===== src/design/arith_coproc_map.vh =====
`ifndef ARITH_COPROC_MAP_VH
`define ARITH_COPROC_MAP_VH

// ********************************************************
// host i/o port offsets
// ********************************************************
`define STACK_PORT_ADDR 8'h10
`define CMD_STATUS_ADDR 8'h11
`define CONTROL_WORD_ADDR 8'ha0

// ********************************************************
// control word fields and reset values
// ********************************************************
`define CTRL_RESET_BIT 3
`define CTRL_RESET_VALUE 8'h00
`define INVALID_READ_DATA 8'hff
`define READ_DATA_RESET 8'h00

// ********************************************************
// operand fifo shape
// ********************************************************
`define FIFO_WIDTH 9
`define FIFO_DEPTH 32
`define FIFO_CMD_BIT 8

// ********************************************************
// timing
// ********************************************************
`define CLOCK_PERIOD_NS 50
`define WAIT_LIMIT_NS 15500
`define WAIT_LIMIT_CYCLES (`WAIT_LIMIT_NS / `CLOCK_PERIOD_NS)

`endif


===== src/design/operand_fifo.v =====
`timescale 1ns/1ps

module operand_fifo #(
	parameter WIDTH = 9,
	parameter DEPTH = 32,
	parameter AW = 5
) (
	input wire i_clock,
	input wire i_reset_n,
	input wire i_flush,
	input wire i_push_valid,
	output wire o_push_ready,
	input wire [WIDTH-1:0] i_push_data,
	output wire o_pop_valid,
	input wire i_pop_ready,
	output wire [WIDTH-1:0] o_pop_data
);

	reg [WIDTH-1:0] mem_r [0:DEPTH-1];
	reg [AW-1:0] wr_ptr_r;
	reg [AW-1:0] rd_ptr_r;
	reg [AW:0] count_r;
	wire push;
	wire pop;

	localparam [31:0] DEPTH_W = DEPTH;
	localparam [AW:0] FULL_COUNT = DEPTH_W[AW:0];

	assign o_push_ready = (count_r != FULL_COUNT);
	assign o_pop_valid = (count_r != {(AW+1){1'b0}});
	assign o_pop_data = mem_r[rd_ptr_r];
	assign push = i_push_valid & o_push_ready;
	assign pop = o_pop_valid & i_pop_ready;

	always @(posedge i_clock) begin
		if (push) begin
			mem_r[wr_ptr_r] <= i_push_data;
		end
	end

	// flush drops everything queued for a coprocessor being reset
	always @(posedge i_clock) begin
		if (!i_reset_n || i_flush) begin
			wr_ptr_r <= {AW{1'b0}};
			rd_ptr_r <= {AW{1'b0}};
			count_r <= {(AW+1){1'b0}};
		end else begin
			if (push) begin
				wr_ptr_r <= wr_ptr_r + {{(AW-1){1'b0}}, 1'b1};
			end
			if (pop) begin
				rd_ptr_r <= rd_ptr_r + {{(AW-1){1'b0}}, 1'b1};
			end
			if (push && !pop) begin
				count_r <= count_r + {{AW{1'b0}}, 1'b1};
			end else if (pop && !push) begin
				count_r <= count_r - {{AW{1'b0}}, 1'b1};
			end
		end
	end

endmodule // operand_fifo


===== src/design/wait_timer.v =====
`timescale 1ns/1ps
`include "arith_coproc_map.vh"

module wait_timer (
	input wire i_clock,
	input wire i_reset_n,
	input wire i_run,
	output wire o_expired
);

	localparam integer LIMIT = `WAIT_LIMIT_CYCLES;
	localparam [31:0] LIMIT_M1 = LIMIT - 1;

	reg [8:0] count_r;

	// restarts whenever the bus cycle is not being stretched
	always @(posedge i_clock) begin
		if (!i_reset_n || !i_run) begin
			count_r <= 9'h000;
		end else if (!o_expired) begin
			count_r <= count_r + 9'h001;
		end
	end

	assign o_expired = i_run && (count_r == LIMIT_M1[8:0]);

endmodule // wait_timer


===== src/design/arith_coprocessor_port.v =====
// What this block does
// - decode only stack, command/status and control word ports
// - command write starts the computation
// - results read from stack, high byte first
// - command port read returns coprocessor status
// - completion can raise an interrupt request
// - pause option stretches host cycles
// - early result read times out, data invalid
// - enabled service request drives line two
// - enabled end of operation drives line two
// - line two feeds trigger two with power-fail
// - power-up reset resets the coprocessor
// - control bit 3 low resets coprocessor
// - four-function variant does float arithmetic
// - full variant adds transcendental and conversion
// - wait stretch limited to 15.5 us
`timescale 1ns/1ps
`include "arith_coproc_map.vh"

module arith_coprocessor_port (
	input wire i_clock,
	input wire i_reset_n,
	// host i/o bus
	input wire [7:0] i_io_addr,
	input wire i_io_rd,
	input wire i_io_wr,
	input wire [7:0] i_io_wdata,
	output wire [7:0] o_io_rdata,
	output wire o_io_wait,
	// coprocessor write side
	output wire o_cp_wr_valid,
	input wire i_cp_wr_ready,
	output wire o_cp_wr_cmd,
	output wire [7:0] o_cp_wr_data,
	// coprocessor read side
	output wire o_cp_rd_req,
	output wire o_cp_rd_cmd,
	input wire i_cp_rd_valid,
	input wire [7:0] i_cp_rd_data,
	// coprocessor control and events
	output wire o_cp_reset_n,
	input wire i_cp_pause,
	input wire i_cp_end,
	input wire i_cp_service_request,
	// option jumper block
	input wire i_opt_pause_en,
	input wire i_opt_service_request_en,
	input wire i_opt_end_en,
	// system side
	input wire i_power_fail,
	output wire [7:0] o_control_word,
	output wire o_interrupt_line_two,
	output wire o_trigger_two
);

	// ********************************************************
	// states
	// ********************************************************
	localparam [4:0] ST_IDLE = 5'b00001;
	localparam [4:0] ST_WRITE = 5'b00010;
	localparam [4:0] ST_RD_QUEUE = 5'b00100;
	localparam [4:0] ST_RD_WAIT = 5'b01000;
	localparam [4:0] ST_DONE = 5'b10000;

	reg [4:0] state_r;
	reg [4:0] state_nxt;
	reg [7:0] control_r;
	reg [7:0] control_nxt;
	reg [7:0] rdata_r;
	reg [7:0] rdata_nxt;
	reg rd_cmd_r;
	reg rd_cmd_nxt;
	reg cp_reset_n_r;
	reg irq_two_r;
	reg trigger_two_r;
	reg push_valid;
	reg rd_req;
	reg cp_reset_n_nxt;
	reg irq_two_nxt;
	reg trigger_two_nxt;
	reg rd_stale_r;
	reg rd_stale_nxt;

	wire sel_stack;
	wire sel_cmd;
	wire sel_ctrl;
	wire sel_coproc;
	wire paused;
	wire stretching;
	wire timed_out;
	wire push_ready;
	wire pop_valid;
	wire [8:0] pop_data;
	wire [8:0] push_data;

	// ********************************************************
	// address decode
	// ********************************************************
	// exact match: the rest of the 10h block is left unanswered
	assign sel_stack = (i_io_addr == `STACK_PORT_ADDR);
	assign sel_cmd = (i_io_addr == `CMD_STATUS_ADDR);
	assign sel_ctrl = (i_io_addr == `CONTROL_WORD_ADDR);
	assign sel_coproc = sel_stack | sel_cmd;

	// ********************************************************
	// wait logic
	// ********************************************************
	assign paused = i_opt_pause_en & i_cp_pause;
	assign stretching = (state_r == ST_WRITE) ||
		(state_r == ST_RD_QUEUE) || (state_r == ST_RD_WAIT);
	assign o_io_wait = stretching;

	wait_timer u_wait_timer (
		.i_clock(i_clock),
		.i_reset_n(i_reset_n),
		.i_run(stretching),
		.o_expired(timed_out)
	);

	// ********************************************************
	// operand and command queue
	// ********************************************************
	// commands share the queue so they can never overtake operands
	assign push_data = {sel_cmd, i_io_wdata};

	operand_fifo #(
		.WIDTH(`FIFO_WIDTH),
		.DEPTH(`FIFO_DEPTH),
		.AW(5)
	) u_operand_fifo (
		.i_clock(i_clock),
		.i_reset_n(i_reset_n),
		.i_flush(!cp_reset_n_r),
		.i_push_valid(push_valid),
		.o_push_ready(push_ready),
		.i_push_data(push_data),
		.o_pop_valid(pop_valid),
		.i_pop_ready(i_cp_wr_ready & cp_reset_n_r),
		.o_pop_data(pop_data)
	);

	// op code goes through unchanged; the engine does the arithmetic
	assign o_cp_wr_valid = pop_valid & cp_reset_n_r;
	assign o_cp_wr_cmd = pop_data[`FIFO_CMD_BIT];
	assign o_cp_wr_data = pop_data[7:0];

	// ********************************************************
	// host access sequencer
	// ********************************************************
	always @* begin
		state_nxt = state_r;
		control_nxt = control_r;
		rdata_nxt = rdata_r;
		rd_cmd_nxt = rd_cmd_r;
		push_valid = 1'b0;
		rd_req = 1'b0;
		case (state_r)
		ST_IDLE: begin
			if (i_io_wr && sel_coproc) begin
				state_nxt = ST_WRITE;
			end else if (i_io_rd && sel_coproc) begin
				rd_cmd_nxt = sel_cmd;
				state_nxt = ST_RD_QUEUE;
			end else if (i_io_wr && sel_ctrl) begin
				// write-only: a read here is not answered
				control_nxt = i_io_wdata;
				state_nxt = ST_DONE;
			end
		end
		ST_WRITE: begin
			if (timed_out) begin
				state_nxt = ST_DONE;
			end else if (push_ready && !paused) begin
				push_valid = 1'b1;
				state_nxt = ST_DONE;
			end
		end
		ST_RD_QUEUE: begin
			// queued bytes must reach the engine before any read
			if (timed_out) begin
				rdata_nxt = `INVALID_READ_DATA;
				state_nxt = ST_DONE;
			end else if (!pop_valid && !paused && cp_reset_n_r &&
				!rd_stale_r) begin
				rd_req = 1'b1;
				state_nxt = ST_RD_WAIT;
			end
		end
		ST_RD_WAIT: begin
			if (i_cp_rd_valid) begin
				rdata_nxt = i_cp_rd_data;
				state_nxt = ST_DONE;
			end else if (timed_out) begin
				// the timeout overrides a still-busy engine
				rdata_nxt = `INVALID_READ_DATA;
				state_nxt = ST_DONE;
			end
		end
		ST_DONE: begin
			if (!i_io_rd && !i_io_wr) begin
				state_nxt = ST_IDLE;
			end
		end
		default: begin
			state_nxt = ST_IDLE;
		end
		endcase
	end

	always @(posedge i_clock) begin
		if (!i_reset_n) begin
			state_r <= ST_IDLE;
			control_r <= `CTRL_RESET_VALUE;
			rdata_r <= `READ_DATA_RESET;
			rd_cmd_r <= 1'b0;
		end else begin
			state_r <= state_nxt;
			control_r <= control_nxt;
			rdata_r <= rdata_nxt;
			rd_cmd_r <= rd_cmd_nxt;
		end
	end

	// ********************************************************
	// stale answer guard
	// ********************************************************
	// a read that timed out may still be answered later; hold
	// back the next request until that late answer has gone by,
	// so it can never be taken for the new one
	always @* begin
		rd_stale_nxt = rd_stale_r;
		if (!cp_reset_n_r || i_cp_rd_valid) begin
			rd_stale_nxt = 1'b0;
		end else if (state_r == ST_RD_WAIT && timed_out) begin
			rd_stale_nxt = 1'b1;
		end
	end

	always @(posedge i_clock) begin
		if (!i_reset_n) begin
			rd_stale_r <= 1'b0;
		end else begin
			rd_stale_r <= rd_stale_nxt;
		end
	end

	// ********************************************************
	// host and coprocessor outputs
	// ********************************************************
	assign o_io_rdata = rdata_r;
	assign o_cp_rd_req = rd_req;
	assign o_cp_rd_cmd = rd_cmd_r;
	assign o_control_word = control_r;

	// ********************************************************
	// coprocessor reset
	// ********************************************************
	// hold time is software's job; no minimum is enforced here
	always @* begin
		cp_reset_n_nxt = control_nxt[`CTRL_RESET_BIT];
	end

	always @(posedge i_clock) begin
		if (!i_reset_n) begin
			cp_reset_n_r <= 1'b0;
		end else begin
			cp_reset_n_r <= cp_reset_n_nxt;
		end
	end

	assign o_cp_reset_n = cp_reset_n_r;

	// ********************************************************
	// interrupt line two
	// ********************************************************
	// plain levels: the controller upstream does its own latching
	always @* begin
		irq_two_nxt = (i_opt_service_request_en & i_cp_service_request) |
			(i_opt_end_en & i_cp_end);
		// power fail shares the trigger input with line two
		trigger_two_nxt = irq_two_nxt | i_power_fail;
	end

	always @(posedge i_clock) begin
		if (!i_reset_n) begin
			irq_two_r <= 1'b0;
			trigger_two_r <= 1'b0;
		end else begin
			irq_two_r <= irq_two_nxt;
			trigger_two_r <= trigger_two_nxt;
		end
	end

	assign o_interrupt_line_two = irq_two_r;
	assign o_trigger_two = trigger_two_r;

endmodule // arith_coprocessor_port


===== config.mk =====
export PLATFORM = sky130hd
export DESIGN_NAME = arith_coprocessor_port
export DESIGN_NICKNAME = d
export VERILOG_FILES = /design/src/design/operand_fifo.v /design/src/design/wait_timer.v /design/src/design/arith_coprocessor_port.v
export VERILOG_INCLUDE_DIRS = /design/src /design/src/design
export SDC_FILE = /design/constraint.sdc
export NUM_CORES = 1
export LEC_CHECK = 0
export BUFFER_PORTS_ARGS = -buffer_cell sky130_fd_sc_hd__clkbuf_2
export CORE_MARGIN = 2
export CORE_UTILIZATION = 45
export DETAILED_ROUTE_END_ITERATION = 8
export PLACE_DENSITY = 0.59
export RECOVER_POWER = 100
export SLEW_MARGIN = 30
export SYNTH_ARGS = -nofsm -noshare
export SYNTH_HDL_FRONTEND = slang
export SYNTH_SLANG_ARGS = --single-unit

===== constraint.sdc =====
create_clock -name i_clock -period 8.9 [get_ports i_clock]
set_input_delay 1.78 -clock i_clock [delete_from_list [all_inputs] [get_ports i_clock]]
set_output_delay 1.78 -clock i_clock [all_outputs]
set_load 0.02 [all_outputs]

==> After elaboration in Yosys (flattened, before gate mapping) <==
Memory sizes are Yosys's and may differ from the RTL's. A register that Yosys moved wholly into a read port is not among the register bits.
Cells that the tools add are included.
{ "word_totals": {"register_bits": 50, "latch_bits": 0, "ramBits": 288, "mem_bits_ro": 0, "in_bits": 37, "output_inout_bits": 32, "wordCells": 106, "memories": 1} }
{ "mem_list": {"columns": ["memory", "depth", "width", "rd", "rd_clocked_by_memory_dff", "write_ports", "line_no", "text"], "rows": [
  ["u_operand_fifo.mem_r", 32, 9, 1, 1, 1, "operand_fifo.v:19", "reg [WIDTH-1:0] mem_r [0:DEPTH-1];"]
]} }
{ "op_classes": {"addsub": 5, "multipliers": 0, "div": 0, "n_lt_le_gt_ge": 0, "n_eq_ne": 15, "shift": 0, "mux": 26, "n_bitwise": 13, "n_reduce_logical": 34} }
{ "ops": {"columns": ["cell", "count"], "rows": [
  ["5-bit two-way mux", 12],
  ["5-bit one-hot mux with 5 select lines", 1],
  ["8-bit by 5-bit equality test with 1-bit output (second input constant)", 2],
  ["8-bit two-way mux", 2],
  ["8-bit one-hot mux with 2 select lines", 1],
  ["1-bit logical AND", 12],
  ["6-bit two-way mux", 2],
  ["5-bit by 1-bit adder with 5-bit output (second input constant)", 2],
  ["1-bit zero test", 10],
  ["9-bit by 1-bit adder with 9-bit output (second input constant)", 1],
  ["9-bit equality test (second input constant)", 1],
  ["8-bit equality test (second input constant)", 1],
  ["1-bit two-way mux", 8],
  ["1-bit AND", 7],
  ["6-bit by 1-bit adder with 6-bit output (second input constant)", 1],
  ["3-bit by 2-bit inequality test with 1-bit output (second input constant)", 2],
  ["6-bit inequality test (second input constant)", 1],
  ["6-bit nonzero test", 1],
  ["6-bit by 1-bit subtractor with 6-bit output (second input constant)", 1],
  ["5-bit by 1-bit equality test with 1-bit output (second input constant)", 1],
  ["5-bit by 2-bit equality test with 1-bit output (second input constant)", 1],
  ["5-bit by 3-bit equality test with 1-bit output (second input constant)", 1],
  ["5-bit by 4-bit equality test with 1-bit output (second input constant)", 1],
  ["5-bit equality test (second input constant)", 1],
  ["11 further kinds", 20]
]} }

==> Longest topological paths before layout <==
{ "depth": {"word_depth": 11, "depth_mapped": 14, "depth_no_buf": 13} }

==> By module <==
A second synthesis with hierarchy kept.
{ "hier_totals": {"hier_cells": 871, "hier_area_um2": 14015.9} }
{ "modules_own_cells": {"columns": ["module", "n_inst", "cells_per_inst", "area_per_inst_um2", "seq_area_each_um2"], "rows": [
  ["operand_fifo", 1, 682, 12289.3, 9068.7],
  ["arith_coprocessor_port", 1, 140, 1271.2, 500.5],
  ["wait_timer", 1, 49, 455.4, 180.2]
]} }

==> Worst setup path before layout <==
Ideal clock, no wire load.
{ "synth_timing": {"path_type": "input port to output port", "start": "in i_opt_pause_en", "end": "out o_cp_rd_req", "arrival_time_ns": 2.431, "t_required_ns": 7.120, "path_slack_ns": 4.689, "stages": 3, "n_path_buf": 0, "path_cell_list": "nand2_1 -> nand4_1 -> nor3_1"} }
{ "synth_between": {"elab_chain_len": 8} }
{ "synth_lines": {"columns": ["element", "line_no", "text"], "rows": [
  ["start, declared", "arith_coprocessor_port.v:46", "input wire i_opt_pause_en,"],
  ["1-bit AND", "arith_coprocessor_port.v:108", "assign paused = i_opt_pause_en & i_cp_pause;"],
  ["1-bit zero test", "arith_coprocessor_port.v:183", "end else if (!pop_valid && !paused && cp_reset_n_r &&"],
  ["1-bit logical AND (3 in a row)", "arith_coprocessor_port.v:183", null],
  ["1-bit two-way mux", "arith_coprocessor_port.v:183", null],
  ["1-bit two-way mux", "arith_coprocessor_port.v:180", "if (timed_out) begin"],
  ["1-bit two-way mux", "arith_coprocessor_port.v:157", "case (state_r)"],
  ["end, declared", "arith_coprocessor_port.v:36", "output wire o_cp_rd_req,"]
]} }
No other way between the ends.

==> results.json <==
{
  "fmax_mhz": 169,
  "critical_path_class": "reg2out",
  "cp_max_fo": 47,
  "drv_slew": 332,
  "placed_area_um2": 14500,
  "dieArea_um2": 32000,
  "drtIter0Drc": 663,
  "via_count": 7263,
  "yosys.cell_count.top_type": "edfxtp_1",
  "place.gp.congestion": 0.879,
  "synth_area_um2": 13800,
  "syn2layout_area_growth_pct": 13.5,
  "synth.distinct_cells": 64,
  "dpl.cell_count": 1203,
  "grtUsageTotal_pct": 19.2,
  "synth-compound-area-share_pct": 3.98,
  "cts_root_buffer": "clkbuf_16",
  "route.detailed.drc": 0,
  "synth_common_cells": "edfxtp_1 (288), mux4_2 (72), nor2_1 (63)",
  "clock_latency_ns": 0.52,
  "hold_depth": 2,
  "final_area_um2": 15600,
  "port_buffers": 68,
  "coreArea_um2": 30300,
  "synth_area_per_cell_um2": 17.9,
  "start_util_pct": 45.4,
  "yosysWarnings": 0,
  "synth_fp_nets": 820,
  "die_y_um": 179,
  "period_minus_slack_ns": 5.91,
  "grt_pass1_wl_um": 45500,
  "ir_drop_mv": 0.107,
  "p_per_area_nw_per_um2": 216,
  "critPathLaunchType": "register",
  "violations": "max-capacitance violations, max-slew violations",
  "vias_per_cell": 5.74,
  "cts_sinks": 343,
  "cts_setup_buffers": 0,
  "cts-resized-gates": 0,
  "grt_max_degree": 73,
  "finalSetupViolCount": 0,
  "clk_path_buf_depth": 3,
  "final.setup.tns_ns": 0,
  "reg2reg_slack_ns": 5.20,
  "antennaDiodeCount": 0,
  "cts_buffers": 36,
  "final_antenna_net_count": 0,
  "htreeDepth": 2,
  "synth-main-ff-cell": "edfxtp_1",
  "wl_um": 29800,
  "status": "finished with violations",
  "antenna_found_initial": 0,
  "grt_setup_unrepaired": "false",
  "post-route-period-util_pct": 66.4,
  "cts_hold_buffers": 0,
  "core.rowCount": 64,
  "r2r_end": "u_operand_fifo.count_r[5]",
  "cp.required_ns": 7.12,
  "synth_fa_ha_area_share_pct": 1.23,
  "end_kind": "output port",
  "grt_pass1_vias": 7521,
  "maxCapViolCount": 10,
  "async_flop_share_pct": 0,
  "utilization_pct": 51.5,
  "finalHoldViolCount": 0,
  "synth_top_area_share_pct": 62.8,
  "synth.area.mux_share_pct": 15.1,
  "hp-start": "u_operand_fifo.count_r[4]",
  "rr_startpoint": "state_r[4]",
  "first_pass_iters": 5,
  "skew_ns": 0.0228,
  "drive_gt1_share_pct": 20.0,
  "critPathArrivalTime_ns": 4.13,
  "synth-xor-area-share_pct": 1.14,
  "synth_top_family_by_area": "multiplexers",
  "reg2regPathDepth": 11,
  "cts_tree": "done",
  "place_hpwl_um": 18100,
  "synth_edf_count": 288,
  "synth_top_cell_by_area": "edfxtp_1",
  "yosys-top-cells-area": "edfxtp_1 (63%), mux4_2 (12%), dfxtp_1 (8.0%)",
  "ys_seq_elements": 343,
  "wl_per_cell_um": 23.6,
  "synth_simple_gate_area_share_pct": 6.17,
  "min_path_type": "reg2reg",
  "slew_headroom_pct": -18.3,
  "nets": 895,
  "grt_overflow": 0,
  "synth-seq-area-share_pct": 70.8,
  "layoutNonFillerInstCount": 1265,
  "p_leak_nw": 4.70,
  "synthCells": 770,
  "path_clk_slew_ns": 0.07,
  "hold_path_end": "u_operand_fifo.count_r[4]",
  "worst_pin_slew_ns": 1.77,
  "die_w_um": 179,
  "io_pins": 69
}
## flip-flops by register name (all words and copies together), names as in the netlist, 5 cells and up, named ones only
| signal | flops |
|---|---|
| u_operand_fifo.mem_r | 288 |
| u_wait_timer.count_r | 9 |
| o_control_word | 8 |
| o_io_rdata | 8 |
| u_operand_fifo.count_r | 6 |
| state_r | 5 |
| u_operand_fifo.rd_ptr_r | 5 |
| u_operand_fifo.wr_ptr_r | 5 |
## critical path: stages (launching register included)
cell      delay, ns
dfxtp_1        1.51
buf_6          0.66
mux4_2         0.34
mux2i_1        0.07
a22o_1         0.26
a221oi_1       0.42
clkbuf_1       0.29
## cell usage in the layout (no fill, tap or decap), drive strengths merged, types with 4 or more instances in the layout
cell type	Yosys	final
a221oi	10	10
inv	12	15
o221a	8	8
a21oi	8	8
ha	12	12
a211oi	4	4
xnor2	10	10
nand4	5	5
nor2	63	63
dfxtp	55	55
o21ai	8	8
clkbuf	15	112
mux2i	46	46
buf	21	4
nand3	12	12
edfxtp	288	288
xor2	8	8
nand2	26	26
and2	6	6
clkinv	0	6
mux4	72	72
nor3	7	7
a22o	9	9
bufinv	0	7
nor2b	20	20
## where the power goes
group	leakage (nW)	switching, W	internal, W	total (W)
clock	0.594	0.000604	0.000972	0.00158
sequential	2.97	0.00000347	0.00174	0.00174
combinational	1.14	0.0000393	0.0000171	0.0000564
total	4.70	0.000647	0.00273	0.00338
## worst max path at each step
stage                              start                        end  slack, ns  cells past startpoint
after floorplan           i_opt_pause_en                o_cp_rd_req       4.69                      3
after global placement          register                o_cp_wr_cmd       4.15                      6
after detailed placement  i_opt_pause_en  u_operand_fifo.count_r[5]       4.00                     11
after CTS                       register            o_cp_wr_data[5]       3.58                      6
after global routing            register            o_cp_wr_data[1]       2.59                      6
final                           register            o_cp_wr_data[5]       2.99                      6
## per-stage QoR
stage,setup WS [ns],total power [W],hold slack [ns]
after global routing,2.59,0.00347,0.543
after detailed placement,4.00,0.00183,0.494
after CTS,3.58,0.00340,0.519
after floorplan,4.69,0.00180,0.468
after global placement,4.15,0.00183,0.480
final,2.99,0.00338,0.522
## logic make-up (layout without fill, tap and decap cells)
logic type,after synthesis,after routing
flops,343,343
simple gates,163,163
mux,118,118
fa+ha+maj,13,13
compound gates,67,67
xor+xnor,18,18
buf+inv,48,147
## layer usage
metal / global-route usage (%) / up-vias / wire length (um)
li1: - / 3223 / -
met2: 31.6 / 237 / 14600
met1: 26.4 / 3754 / 12900
met3: 3.14 / 49 / 1620
met5: 0 / - / 0
met4: 5.86 / 0 / 677
## layout make-up
cell class / count / area (um2)
sequential: 343 / 9750
fill: 2446 / 14700
tap: 396 / 495
clock inverter: 19 / 280
multi-input combinational: 379 / 3770
clock buffer: 43 / 958
timing repair buffer: 73 / 332
inverter: 12 / 45.0
(Power assumes the default switching activity.)
